### config.mk
export PLATFORM = sky130hd
export DESIGN_NAME = pfb_pll_flag_guard
export DESIGN_NICKNAME = d
export VERILOG_FILES = /design/src/pfb_pkg.sv /design/src/pfb_pll_flag_guard.sv
export SDC_FILE = /design/constraint.sdc
export NUM_CORES = 1
export LEC_CHECK = 0
export BUFFER_PORTS_ARGS = -buffer_cell sky130_fd_sc_hd__buf_2
export CELL_PAD_IN_SITES_DETAIL_PLACEMENT = 0
export CELL_PAD_IN_SITES_GLOBAL_PLACEMENT = 1
export CORE_AREA = 2 2 39 41
export DETAILED_ROUTE_END_ITERATION = 8
export DIE_AREA = 0 0 41 43
export PLACE_DENSITY_LB_ADDON = 0.1
export SLEW_MARGIN = 20
export SYNTH_ARGS = -nofsm -noshare
export SYNTH_HDL_FRONTEND = slang
export SYNTH_SLANG_ARGS = --single-unit
### constraint.sdc
create_clock -name i_core_clk -period 1 [get_ports i_core_clk]
set_clock_uncertainty 0.15 [all_clocks]
set_input_delay 0.05 -clock i_core_clk [delete_from_list [all_inputs] [get_ports i_core_clk]]
set_output_delay 0.05 -clock i_core_clk [all_outputs]
set_load 0.03 [all_outputs]
### src/pfb_pkg.sv
// Shared types and constants for the PLL event flag break guard
package pfb_pkg;

  // Software access to the PLL control register, one-cycle strobes
  typedef struct packed {
    logic rd;  // Read strobe, a read clears the event flag unless in break with clear disabled or a lock change sets it
    logic wr;  // Write strobe, never touches the event flag
  } pfb_acc_s;

  // Break-side control from the system integration unit
  typedef struct packed {
    logic brk_active;          // Processor is in the break state
    logic break_clear_enable;  // Software may clear flags during break
  } pfb_brk_s;

  localparam logic FLAG_RST      = 1'b0;
  localparam logic BRK_CLR_EN_RST = 1'b0;
  localparam logic RD_DATA_RST   = 1'b0;
  localparam int   LOCK_SYNC_LEN = 2;

endpackage

### src/pfb_pll_flag_guard.sv
// PLL event flag with break-state clear protection
`timescale 1ns/1ps

// Contract
// - The break-clear enable from the system integration unit decides if flags may be cleared in break.
// - With the break-clear enable at 1, a clear during break works exactly as outside break.
// - A flag cleared during break stays cleared after break exit, with no restoring.
// - With the break-clear enable at 0, control register accesses in break leave the flag unchanged.
// - The break-clear enable is 0 out of reset, so the flag is protected by default.
// - With automatic bandwidth on, every change of the lock indicator sets the event flag.
// - With automatic bandwidth off, the flag reads as 0 and no PLL interrupt is requested.
// - The PLL interrupt is requested only while its enable and the event flag are both set.
module pfb_pll_flag_guard #(
  parameter int SYNC_LEN = pfb_pkg::LOCK_SYNC_LEN  // Lock synchroniser depth, two or more
) (
  input  wire logic            i_core_clk,         // Bus clock, 125 MHz
  input  wire logic            i_rst,              // Synchronous reset, active high
  input  wire logic            i_ce,               // Clock enable, freezes all state when low
  input  wire logic            i_auto_bw,          // Automatic bandwidth control on
  input  wire logic            i_pll_lock,         // Lock indicator from the PLL, asynchronous
  input  wire logic            i_pll_event_irq_enable, // PLL interrupt enable bit
  input  wire pfb_pkg::pfb_acc_s i_acc,            // Control register access strobes
  input  wire pfb_pkg::pfb_brk_s i_brk,            // Break state and break-clear enable
  output logic                 o_pll_event_flag,   // Flag as software sees it
  output logic                 o_rd_flag,          // Flag bit captured by the last read
  output logic                 o_pll_irq           // PLL interrupt request, level
);

  // A single stage would let a metastable lock sample reach the edge detector
  if (SYNC_LEN < 2) begin : g_sync_len_chk
    $error("SYNC_LEN must be at least 2");
  end

  logic [SYNC_LEN-1:0] lock_sync_r;     // Lock synchroniser, bit 0 first
  logic [SYNC_LEN-1:0] lock_sync_nxt;
  logic                lock_prev_r;     // Synchronised lock one sample back
  logic                lock_prev_nxt;
  logic                brk_clr_en_r;    // Registered break-clear enable
  logic                brk_clr_en_nxt;
  logic                flag_r;          // Raw event flag, kept in manual mode until a permitted read clears it
  logic                flag_nxt;
  logic                rd_flag_r;       // Flag captured by the last read
  logic                rd_flag_nxt;
  logic                lock_sync;       // Last synchroniser stage
  logic                set_ev;          // Lock change seen in automatic mode
  logic                clr_ok;          // Read that may clear the flag

  assign lock_sync = lock_sync_r[SYNC_LEN-1];
  // Lock edges only count in automatic mode
  assign set_ev    = i_auto_bw && (lock_sync != lock_prev_r);
  // Writes are ignored here; only a permitted read clears
  assign clr_ok    = i_acc.rd && (!i_brk.brk_active || brk_clr_en_r);

  // Lock synchroniser and edge memory
  always_comb begin
    lock_sync_nxt = lock_sync_r;
    lock_prev_nxt = lock_prev_r;
    if (i_ce) begin
      lock_sync_nxt = {lock_sync_r[SYNC_LEN-2:0], i_pll_lock};
      lock_prev_nxt = lock_sync;
    end
  end

  always_ff @(posedge i_core_clk) begin
    if (i_rst) begin
      lock_sync_r <= '0;
      lock_prev_r <= 1'b0;
    end else begin
      lock_sync_r <= lock_sync_nxt;
      lock_prev_r <= lock_prev_nxt;
    end
  end

  // Registered copy of the break-clear enable, one cycle behind its input
  always_comb begin
    brk_clr_en_nxt = brk_clr_en_r;
    if (i_ce) begin
      brk_clr_en_nxt = i_brk.break_clear_enable;
    end
  end

  always_ff @(posedge i_core_clk) begin
    if (i_rst) begin
      brk_clr_en_r <= pfb_pkg::BRK_CLR_EN_RST;
    end else begin
      brk_clr_en_r <= brk_clr_en_nxt;
    end
  end

  // Set wins over a clear in the same cycle so no lock change is lost
  always_comb begin
    flag_nxt = flag_r;
    if (i_ce) begin
      if (set_ev) begin
        flag_nxt = 1'b1;
      end else if (clr_ok) begin
        flag_nxt = 1'b0;
      end
    end
  end

  always_ff @(posedge i_core_clk) begin
    if (i_rst) begin
      flag_r <= pfb_pkg::FLAG_RST;
    end else begin
      flag_r <= flag_nxt;
    end
  end

  // Read data shows 0 in manual mode even though a permitted read still clears the raw flag
  always_comb begin
    rd_flag_nxt = rd_flag_r;
    if (i_ce && i_acc.rd) begin
      rd_flag_nxt = flag_r && i_auto_bw;
    end
  end

  always_ff @(posedge i_core_clk) begin
    if (i_rst) begin
      rd_flag_r <= pfb_pkg::RD_DATA_RST;
    end else begin
      rd_flag_r <= rd_flag_nxt;
    end
  end

  assign o_pll_event_flag = flag_r && i_auto_bw;
  assign o_rd_flag        = rd_flag_r;
  assign o_pll_irq        = flag_r && i_auto_bw && i_pll_event_irq_enable;

  set_on_lock_a: assert property (@(posedge i_core_clk) disable iff (i_rst)
    i_ce && i_auto_bw && (lock_sync != lock_prev_r) |=> flag_r)
    else $error("lock change did not set the event flag");

  irq_cause_a: assert property (@(posedge i_core_clk) disable iff (i_rst)
    o_pll_irq |-> flag_r && i_pll_event_irq_enable)
    else $error("interrupt without flag and enable");

  manual_quiet_a: assert property (@(posedge i_core_clk) disable iff (i_rst)
    !i_auto_bw |-> !o_pll_irq && !o_pll_event_flag)
    else $error("manual mode shows flag or interrupt");

  brk_protect_a: assert property (@(posedge i_core_clk) disable iff (i_rst)
    i_ce && (i_acc.rd || i_acc.wr) && i_brk.brk_active && !brk_clr_en_r && flag_r |=> flag_r)
    else $error("flag changed by access in protected break");

  brk_clear_a: assert property (@(posedge i_core_clk) disable iff (i_rst)
    i_ce && i_acc.rd && i_brk.brk_active && brk_clr_en_r && !set_ev |=> !flag_r)
    else $error("permitted break clear did not take effect");

  stays_clear_a: assert property (@(posedge i_core_clk) disable iff (i_rst)
    !flag_r && !(i_ce && set_ev) ##1 $fell(i_brk.brk_active) |-> !flag_r)
    else $error("flag restored on break exit");

  clr_en_reset_a: assert property (@(posedge i_core_clk)
    i_rst |=> !brk_clr_en_r)
    else $error("break-clear enable not zero after reset");

  rd_data_a: assert property (@(posedge i_core_clk) disable iff (i_rst)
    i_ce && i_acc.rd |=> o_rd_flag == ($past(flag_r) && $past(i_auto_bw)))
    else $error("read data does not match flag");

  wr_ignored_a: assert property (@(posedge i_core_clk) disable iff (i_rst)
    i_ce && i_acc.wr && !i_acc.rd && !set_ev |=> flag_r == $past(flag_r))
    else $error("write strobe altered the flag");

  // Clock enable low must freeze every group of state
  ce_freeze_a: assert property (@(posedge i_core_clk) disable iff (i_rst)
    !i_ce |=> $stable(flag_r) && $stable(brk_clr_en_r) && $stable(rd_flag_r)
      && $stable(lock_sync_r) && $stable(lock_prev_r))
    else $error("state moved while clock enable was low");

  clr_outside_a: assert property (@(posedge i_core_clk) disable iff (i_rst)
    i_ce && i_acc.rd && !i_brk.brk_active && !set_ev |=> !flag_r)
    else $error("read outside break did not clear the flag");

  brk_hold_a: assert property (@(posedge i_core_clk) disable iff (i_rst)
    i_ce && i_brk.brk_active && !brk_clr_en_r && !set_ev |=> $stable(flag_r))
    else $error("protected break let the flag change");

  enable_copy_a: assert property (@(posedge i_core_clk) disable iff (i_rst)
    i_ce |=> brk_clr_en_r == $past(i_brk.break_clear_enable))
    else $error("break-clear enable copy does not follow its input");

  no_spur_set_a: assert property (@(posedge i_core_clk) disable iff (i_rst)
    !flag_r && !(i_ce && set_ev) |=> !flag_r)
    else $error("flag set without a lock change");

  set_wins_a: assert property (@(posedge i_core_clk) disable iff (i_rst)
    i_ce && set_ev && clr_ok |=> flag_r)
    else $error("clear beat a lock change in the same cycle");

  irq_follow_a: assert property (@(posedge i_core_clk) disable iff (i_rst)
    flag_r && i_auto_bw && i_pll_event_irq_enable |-> o_pll_irq)
    else $error("interrupt missing with flag and enable set");

  flag_visible_a: assert property (@(posedge i_core_clk) disable iff (i_rst)
    i_auto_bw |-> o_pll_event_flag == flag_r)
    else $error("flag output differs from flag in automatic mode");

  rd_hold_a: assert property (@(posedge i_core_clk) disable iff (i_rst)
    !(i_ce && i_acc.rd) |=> $stable(o_rd_flag))
    else $error("read data changed without a read");

  rst_quiet_a: assert property (@(posedge i_core_clk)
    i_rst |=> !o_pll_event_flag && !o_pll_irq && !o_rd_flag)
    else $error("outputs not quiet after reset");

  // A one-cycle reset would otherwise show a fall with no read behind it
  fall_cause_a: assert property (@(posedge i_core_clk) disable iff (i_rst)
    !$past(i_rst) && $fell(flag_r) |-> $past(clr_ok) && $past(i_ce))
    else $error("flag fell without a permitted read");

  flag_hold_a: assert property (@(posedge i_core_clk) disable iff (i_rst)
    i_ce && !i_acc.rd && !set_ev |=> $stable(flag_r))
    else $error("flag changed with no read and no lock change");

endmodule

### Word level (Yosys, flattened, before mapping)

Index checks and enable logic that the tools add are counted.

| word-level totals | value |
|---|---|
| register bits after elaboration | 6 |
| latch bits | 0 |
| RAM bits | 0 |
| ROM bits | 0 |
| bits of input ports | 10 |
| output and inout port bits | 3 |
| word-level logic and storage cells | 17 |
| memories kept | 0 |

| cells by class | value |
|---|---|
| $add $sub $neg | 0 |
| multiply operators | 0 |
| div/mod/pow operators | 0 |
| magnitude comparators | 0 |
| equal/unequal tests | 1 |
| shift operators | 0 |
| muxes and demuxes | 2 |
| bitwise operators | 0 |
| reductions and logical operators | 9 |

Operators with widths:

| cell | count |
|---|---|
| 1-bit logical AND | 5 |
| 1-bit two-way mux | 2 |
| 2-bit AND reduction | 1 |
| 2-bit nonzero test | 1 |
| 1-bit logical NOT | 1 |
| 1-bit logical OR | 1 |
| 1-bit != test | 1 |

### Longest topological paths before layout

Gate-level depths: netlist of run 1.

| logic depth | value |
|---|---|
| depth in word-level cells | 5 |
| mapped depth | 4 |
| gate-level depth less buffers | 3 |

### Worst setup path before layout of run 1

No wires, ideal clock.

| timing path | value |
|---|---|
| kind | register to register |
| start | register flag_r |
| end | register rd_flag_r, in the netlist o_rd_flag |
| library setup time | 70 ps |
| arrival time | 841 ps |
| required time | 780 ps |
| slack | -61 ps |
| cell stages (with the launch flop) | 4 |
| path buffers | 0 |
| clock period less this slack | 1061 ps |
| cells stage by stage | dfxtp_1 -> and2_1 -> nand3_1 -> a21oi_1 |

| on the way | value |
|---|---|
| longest elaborated chain between the ends | 1 |

Ends and longest elaborated chain:

| item | line | RTL |
|---|---|---|
| start, declared | pfb_pll_flag_guard.sv:40 | `logic flag_r;` |
| start signal, assigned | pfb_pll_flag_guard.sv:104 | `flag_r <= pfb_pkg::FLAG_RST;` |
| start signal, assigned | pfb_pll_flag_guard.sv:106 | `flag_r <= flag_nxt;` |
| 1-bit logical AND | n/a |  |
| via o_pll_event_flag | pfb_pll_flag_guard.sv:24 | `output logic o_pll_event_flag,` |
| end signal, assigned | pfb_pll_flag_guard.sv:120 | `rd_flag_r <= pfb_pkg::RD_DATA_RST;` |
| end signal, assigned | pfb_pll_flag_guard.sv:122 | `rd_flag_r <= rd_flag_nxt;` |
| end, declared | pfb_pll_flag_guard.sv:42 | `logic rd_flag_r;` |

The timed path passes the listed nets, and every way through them passes these cells.
A chain may end at the register's enable or synchronous reset.

### Final worst setup path of run 1

| timing path | value |
|---|---|
| start | register flag_r |
| end | output o_pll_irq |

| on the way | value |
|---|---|
| longest elaborated chain between the ends | 2 |

Ends and longest elaborated chain:

| item | line | RTL |
|---|---|---|
| 1-bit logical AND (2 in a row) | pfb_pll_flag_guard.sv:128 | `assign o_pll_irq = flag_r && i_auto_bw && i_pll_event_irq_enable;` |
| end, declared | pfb_pll_flag_guard.sv:26 | `output logic o_pll_irq` |

Every way passes these cells.

==> results of run 1 <==
-- through the flow --
step / hold slack [ps] / setup TNS [ps] / cell area, um2
CTS: -99.4 / -112 / 395
global placement: 136 / 0 / 318
floorplan: -30.9 / 0 / 248
finish: -75.8 / -79.7 / 409
detailed placement: 153 / 0 / 318
global route: -72.8 / -153 / 409
-- worst min-delay path by stage --
stage	start	slack [ps]	endpoint
floorplan	i_rst	-30	o_rd_flag$_SDFFE_PP0P_
global placement	i_brk[0]	140	brk_clr_en_r$_SDFFE_PP0P_
detailed placement	i_brk[0]	150	brk_clr_en_r$_SDFFE_PP0P_
CTS	i_rst	-100	o_rd_flag$_SDFFE_PP0P_
global route	i_rst	-70	o_rd_flag$_SDFFE_PP0P_
finish	i_rst	-80	o_rd_flag$_SDFFE_PP0P_
-- cells in the mapped netlist --
cell type / number
dfxtp_1: 6
mux2i_1: 4
nor2_1: 4
nand2_1: 3
a21oi_1: 2
and2_1: 1
and3_1: 1
buf_2: 1
inv_1: 1
nand2b_1: 1
nand3_1: 1
o32ai_1: 1
xnor2_1: 1
-- final cells by class --
| type | count | area (um2) |
|---|---|---|
| Multi-Input combinational cell | 19 | 131 |
| Clock buffer | 3 | 22.5 |
| Fill cell | 161 | 975 |
| Inverter | 1 | 3.75 |
| Sequential cell | 6 | 121 |
| Timing Repair Buffer | 15 | 110 |
| Tap cell | 16 | 20.0 |
-- registers in the layout, indices dropped and copies added (netlist names) --
register / flops
lock_sync_r: 2
brk_clr_en_r: 1
flag_r: 1
o_rd_flag: 1
lock_prev_r: 1
-- critical path: cells and delay by family, from the launching register on --
family | cells | cell delay [ps]
simple gates | 1 | 160
buf+inv | 1 | 130
flops | 1 | 320
-- placed cells by master (no fill, tap or decap) --
master	instances
a21oi_1	1
a21oi_2	1
and2_4	1
and3_1	1
buf_2	9
buf_6	2
clkbuf_4	3
dfxtp_1	5
dfxtp_2	1
dlygate4sd3_1	3
dlymetal6s4s_1	1
inv_1	1
mux2i_1	4
nand2_1	3
nand2b_1	1
nand3_1	1
nor2_1	4
o32ai_2	1
xnor2_1	1
-- report_power, final --
group / internal [mW] / switching [mW]
Clock: 0.136 / 0.0859
Combinational: 0.0366 / 0.0278
Sequential: 0.248 / 0.00422
Total: 0.420 / 0.118
-- timing repair --
| action | 4_1_cts | 5_1_grt |
|---|---|---|
| pin swaps | 0 | 1 |
| hold endpoints to repair | 6 | 6 |
| buffers inserted | 0 | 0 |
| gates resized for setup | 6 | 3 |
| setup endpoints to repair | 2 | 3 |
-- metal layers --
layer | GRT usage, % | up-vias | share of wire, %
met2 | 11.3 | 6 | 50
met5 | 0 | - | 0
li1 | - | 126 | -
met3 | 3.14 | 0 | 6.1
met1 | 8.41 | 105 | 44
met4 | 8.00 | 0 | 0
-- cells by family (layout without fill, tap and decap cells) --
group,count (synthesis),count (layout),share of synthesized area [%]
compound gates,3,3,7.62
xor+xnor,1,1,3.55
buf+inv,2,19,3.55
flops,6,6,48.7
mux,4,4,16.2
simple gates,11,11,20.3
==> summary.md, run 1 <==
The run finished, with violations left. The final reports fail on negative hold slack, negative setup slack. The slew of the pin with the lowest slew margin was 198 ps.

Summed over all layers, the global routing overflow is 0. The clock passes through at most 2 buffers. The worst min-delay path category is input pin to flop. The number of hold violations in the final report came out at 6.

The critical path endpoint is o_pll_irq. Setup violations remaining at the end of the flow were counted as 2. In the routed design, unresolved DRC markers number 0.

Dividing the detail-routed via count by the number of cells gives 3.95. The number of global-route vias before repair is 242, and the fraction of layout instances using a drive strength above 1 is 40.9%. The netlist uses 13 different library cells. The endpoint identified for the worst register-to-register timing path is flag_r$_SDFFE_PP0P_. The completed layout was analyzed and its total power is 0.538 mW.

Derived from the worst setup path, the maximum achievable clock frequency is 951 MHz. The first-pass detailed-route iteration total is 1. For the die footprint, the log shows 0.00176 mm2.

A synthesized cell averages 9.13 um2. Dividing total power by cell area gives a power density of 1310 mW/mm2. The non-filler instance count after layout was 60.

The portion of synthesized cell area occupied by the leading cell type came out at 48.7%. The worst hold path passes through 2 cells. For the number of top-level pins, the log shows 13. The worst path uses 105% of the clock period.

Setup slack after layout: -51.3 ps. From synthesis to final layout, the design area changed by 66.0%. TritonCTS built the clock tree. The worst reg2reg path startpoint was lock_sync_r[1]$_SDFFE_PP0P_. The maximum single-stage delay on the critical path came out at 320 ps. The slowest stage of the critical path is the dfxtp_2 cell.

For the required arrival time at the worst endpoint, the log shows 800 ps. The max-cap check violation count came out at 0. The sink count of the clock tree is 6. The critical path is of the flop to output pin type. The congestion estimate from routability-driven global placement came to 0.595. The depth of the most critical reg-to-reg path came out at 2. The post-synthesis register bit count is 6, and the final core utilization is 29.6%.

The tools report the first-pass GRT wire length as 910 um. The post-route worst hold slack was -75.8 ps. The worst slew margin relative to its limit was 86.8%. The number of warning messages in the yosys log was 0. The largest area contributor in the netlist is dfxtp_1.

For this configuration, the core starts out at a cell density of 17.8%. The number of nets in the finished design is 56, and the cell count after synthesis is 27. Clock tree synthesis inserted a total of 3 buffers. The total area inside the core boundary comes to 0.00138 mm2.

The run gives 37 as the synthesized net count. The initialized floorplan defines 14 standard-cell rows. The synthesized area is 246 um2, and the maximum fanout encountered on the critical timing path is 3. For the number of levels in the clock H-tree, the log shows 1. Of the synthesized area, sequential elements account for 48.7%.

The count of nets left with antenna violations once routing finished came out at 0. By area the synthesized netlist is led by dfxtp_1, mux2i_1, nor2_1. The run gives 240 ps as the clock latency on the worst-skew pair. Clock tree synthesis selected as its root buffer the cell clkbuf_4. The nature of the critical path startpoint is a flop.

Entering global routing, the biggest net connects 8 pins. The port buffer count works out to 11. Tracing the worst setup path back leads to its startpoint at flag_r$_SDFFE_PP0P_. Buffers inserted to repair hold after CTS numbered 4.

The floorplan step set the die height to 43 um. After detailed routing, the total wire length is 557 um. Placed instance count: 53. Traced cell by cell, the critical path runs through and3_1 > buf_6. The CTS clock-pin slew for the worst setup and hold paths is 50 ps. The number of design-rule violations left by the first detailed-router iteration came out at 0.

The overall fraction of global-route tracks in use was 8.05%; the die width was 41 um. The run gives 237 as the vias after detailed routing. The repair_antennas step left the layout with diodes totalling 0. After detailed routing, the average wire length per cell comes to 9.28 um. The tools report the critical path endpoint category as an output pin. VDD sags by at most 0.518 mV. The logs give 0 for the number of max-slew violations in the final report and 90 ps for the slack of the worst reg-to-reg path.

Summed over all cells, the static leakage comes to 0.192 nW. The worst path in the final design needs a cycle of 1050 ps, including I/O delays and setup. Setup repair after global routing could not meet its margin everywhere. The tools report the number of antenna violations at the first check in global routing as 0. The run gives 54.2 ps as the worst slack after detailed placement. At the worst endpoint, the arrival time is 850 ps.
No activity file was read; power rests on OpenSTA's default activity.
==> run 2, diff against run 1 <==
==> constraint.sdc (replaced) <==
create_clock -name i_core_clk -period 1.17 [get_ports i_core_clk]
set_clock_uncertainty 0.15 [all_clocks]
set_input_delay 0.0585 -clock i_core_clk [delete_from_list [all_inputs] [get_ports i_core_clk]]
set_output_delay 0.0585 -clock i_core_clk [all_outputs]
set_load 0.03 [all_outputs]
==> run 2 against run 1 <==
The run now ends clean; sequential share of layout area rose by 0.24 points; clock power down 14%; non-clock buffer count rose by 2; critical path depth did not move; wire length shrank 5.0%; first-iteration DRC count rose by 3; setup slack improved by 120 ps; register-to-register slack better by 150 ps; design area is 1.8% lower; largest cell class is now flip-flops and latches.
==> summary.md, run 2 (synthesis results as in run 1) <==
The slew of the pin with the lowest slew margin is 207 ps (+9.01 ps). The non-filler instance count after layout is 62 (+3.3%). Setup repair after global routing left no endpoint under its margin. The worst min-delay path category is input pin to flop. The maximum fanout encountered on the critical timing path is 3 (unchanged), and the arrival time at the worst endpoint is 900 ps (+50 ps).

The total DRC errors in the routed layout was 0 (unchanged). STA classifies the critical path endpoint as an output pin. The maximum buffer depth of the clock tree is 2 (unchanged). Number of buffer and inverter instances along the worst setup path: 1 (unchanged).

The tools report the die footprint as 0.00176 mm2 (unchanged). The critical path goes through and3_1 > buf_2. The maximum resistive drop on vdd was 0.697 mV (+35%); the sink count of the clock tree was 6 (unchanged). The fraction of layout instances using a drive strength above 1 works out to 30.4% (-10 points). Minimum clock period: 1100 ps.

The critical path's top delay family is flip-flops. The die width is 41 um (unchanged). The per-cell routed wire length came out at 8.53 um (-8.1%).

The flip-flop count of the largest register, all copies and words added came out at 2 (unchanged). The highest-delay cell along the critical path is dfxtp_1. The total net switching power is 0.100 mW (-15%), and the overall fraction of global-route tracks in use is 9.36% (+1.3 points). Number of global-route vias before repair: 268 (+11%). The reported leakage power is 0.187 nW (-2.6%), and the weighted congestion at the end of routability-driven global placement is 0.611 (+2.7%).

The slack of the worst reg-to-reg path was 240 ps (+150 ps). First-pass detailed-route iteration total: 2 (+1). The vias after detailed routing came out at 246 (+3.8%). The run finished with clean final reports.

The tools report the CTS root buffer as clkbuf_4. The final setup violation count came out at 0 (-2). The logs give 0.361 mW (-14%) for the internal power summed over all cells and 0 (unchanged) for the leftover overflow at the end of global routing. The layout overhead on the synthesized area came out at 62.9%.

The maximum single-stage delay on the critical path is 330 ps (about the same), and the achievable frequency is 905 MHz. The run gives 529 um (-5.0%) as the sum of routed wire length over all layers. The worst slew margin relative to its limit is 86.2% (-0.64 points).

The tools report the number of top-level pins as 13 (unchanged). The placed instance count came out at 53 (unchanged). The initial standard-cell utilization of the core came out at 17.8% (unchanged).

The number of antenna violations at the first check in global routing came out at 0 (unchanged). The worst setup path is launched from a flop. The tools report the first-pass GRT wire length as 1.02 mm (+12%). Counting flops per register, the top entry is lock_sync_r. The setup TNS was 0 ps (+79.7 ps); the number of CTS-inserted buffers was 3 (unchanged). For the maximum number of pins on one net before global-route repair, the log shows 8 (unchanged).

The number of nets in the finished design came out at 58 (+3.6%). CTS clock-pin slew for the worst setup and hold paths: 50 ps (about the same). The detail-routed via count per cell is 3.97 (+0.45%).

The port buffer count is 11 (unchanged), and the antenna cell count is 0 (unchanged). The core area was 0.00138 mm2 (unchanged); the power per unit of standard cell area was 1150 mW/mm2 (-13%). The part of the total power dissipated in the clock network is 41.5% (+0.3 points).

The critical path start-end classification is flop to output pin. The tools report the fraction of power consumed by sequential logic as 46.6% (-0.2 points). The share of total power consumed by net switching is 21.8% (-0.16 points). The required arrival time at the worst endpoint was 960 ps (+160 ps); the clock latency on the worst-skew pair was 250 ps (about the same). The post-CTS setup buffer count is 0 (unchanged), and the number of design-rule violations left by the first detailed-router iteration is 3 (+3). Die height: 43 um (unchanged). The most common library cell in the layout ignoring fill and taps was buf_2. In the layout the commonest cells are buf_2, dfxtp_1, dlygate4sd3_1. The run gives 0 (unchanged) as the max-cap check violation count. For the count of nets left with antenna violations after detail routing, the log shows 0 (unchanged).

The number of hold violations in the final report came out at 0 (-6). TritonCTS built the clock tree. Count of standard-cell rows: 14 (unchanged). The run gives 11.9% (about the same) as the part of the total power dissipated in combinational logic.

The number of levels in the clock H-tree is 1 (unchanged), and the number of max-slew violations in the final report is 0 (unchanged). The worst path uses 94.4% of the clock period.
## run 2: changes by cell type in the layout (fill, tap and decap cells not counted), sizes merged
cell / change
dlygate4sd3: +3
dlymetal6s4s: -1
## run 2: power groups by stage
stage / combinational (mW) / clock (mW) / sequential, mW
2_1_floorplan: 0.0213 / 0 / 0.218
5_1_grt: 0.0622 / 0.221 / 0.216
3_5_place_dp: 0.0404 / 0 / 0.219
4_1_cts: 0.0560 / 0.203 / 0.215
6_report: 0.0550 / 0.191 / 0.215
3_3_place_gp: 0.0395 / 0 / 0.219
## run 2: final cells by class
class	count	area (um2)
clock buffers	3	22.5
repair buffers	17	118
multi-input cells	19	118
inverters	1	3.75
flip-flops and latches	6	120
well taps	16	20.0
fillers	156	982
## run 2: final timing paths
check | depth (start not counted) | start | endpoint
worst max-delay path | 2 | flag_r$_SDFFE_PP0P_ | o_pll_irq
worst max register to register | 2 | lock_sync_r[1]$_SDFFE_PP0P_ | flag_r$_SDFFE_PP0P_
worst min-delay path | 3 | i_ce | o_rd_flag$_SDFFE_PP0P_
worst min register to register | 2 | o_rd_flag$_SDFFE_PP0P_ | o_rd_flag$_SDFFE_PP0P_
## run 2: worst min-delay path, delay by kind of cell
kind | cells | cell delay [ps]
buf+inv | 1 | 160
simple gates | 1 | 80
compound gates | 1 | 50
## run 2: repair_timing
action                                  4_1_cts  5_1_grt
gates resized for setup                       0        2
hold buffers                                  6        0
hold endpoints to repair                      6        0
endpoints found under the setup margin        0        1
## run 2: through the flow
step / utilization, % / hold slack (ps) / total power [mW] / instance area (um2) / setup slack [ps]
6_report: 29.0 / 0.830 / 0.462 / 402 / 65.1
5_1_grt: 29.0 / 18.1 / 0.499 / 402 / 7.07
4_1_cts: 28.8 / 4.72 / 0.474 / 399 / 32.6
3_5_place_dp: 22.9 / 162 / 0.259 / 317 / 219
3_3_place_gp: 22.9 / 145 / 0.259 / 317 / 249
2_1_floorplan: - / -22.4 / 0.240 / 246 / 109
## run 2: metal layers
layer  part of all wire [%]  track usage, %
met1                     41            8.41
met2                     47            13.4
met4                      0            4.00
met3                     11            9.42
met5                      0               0
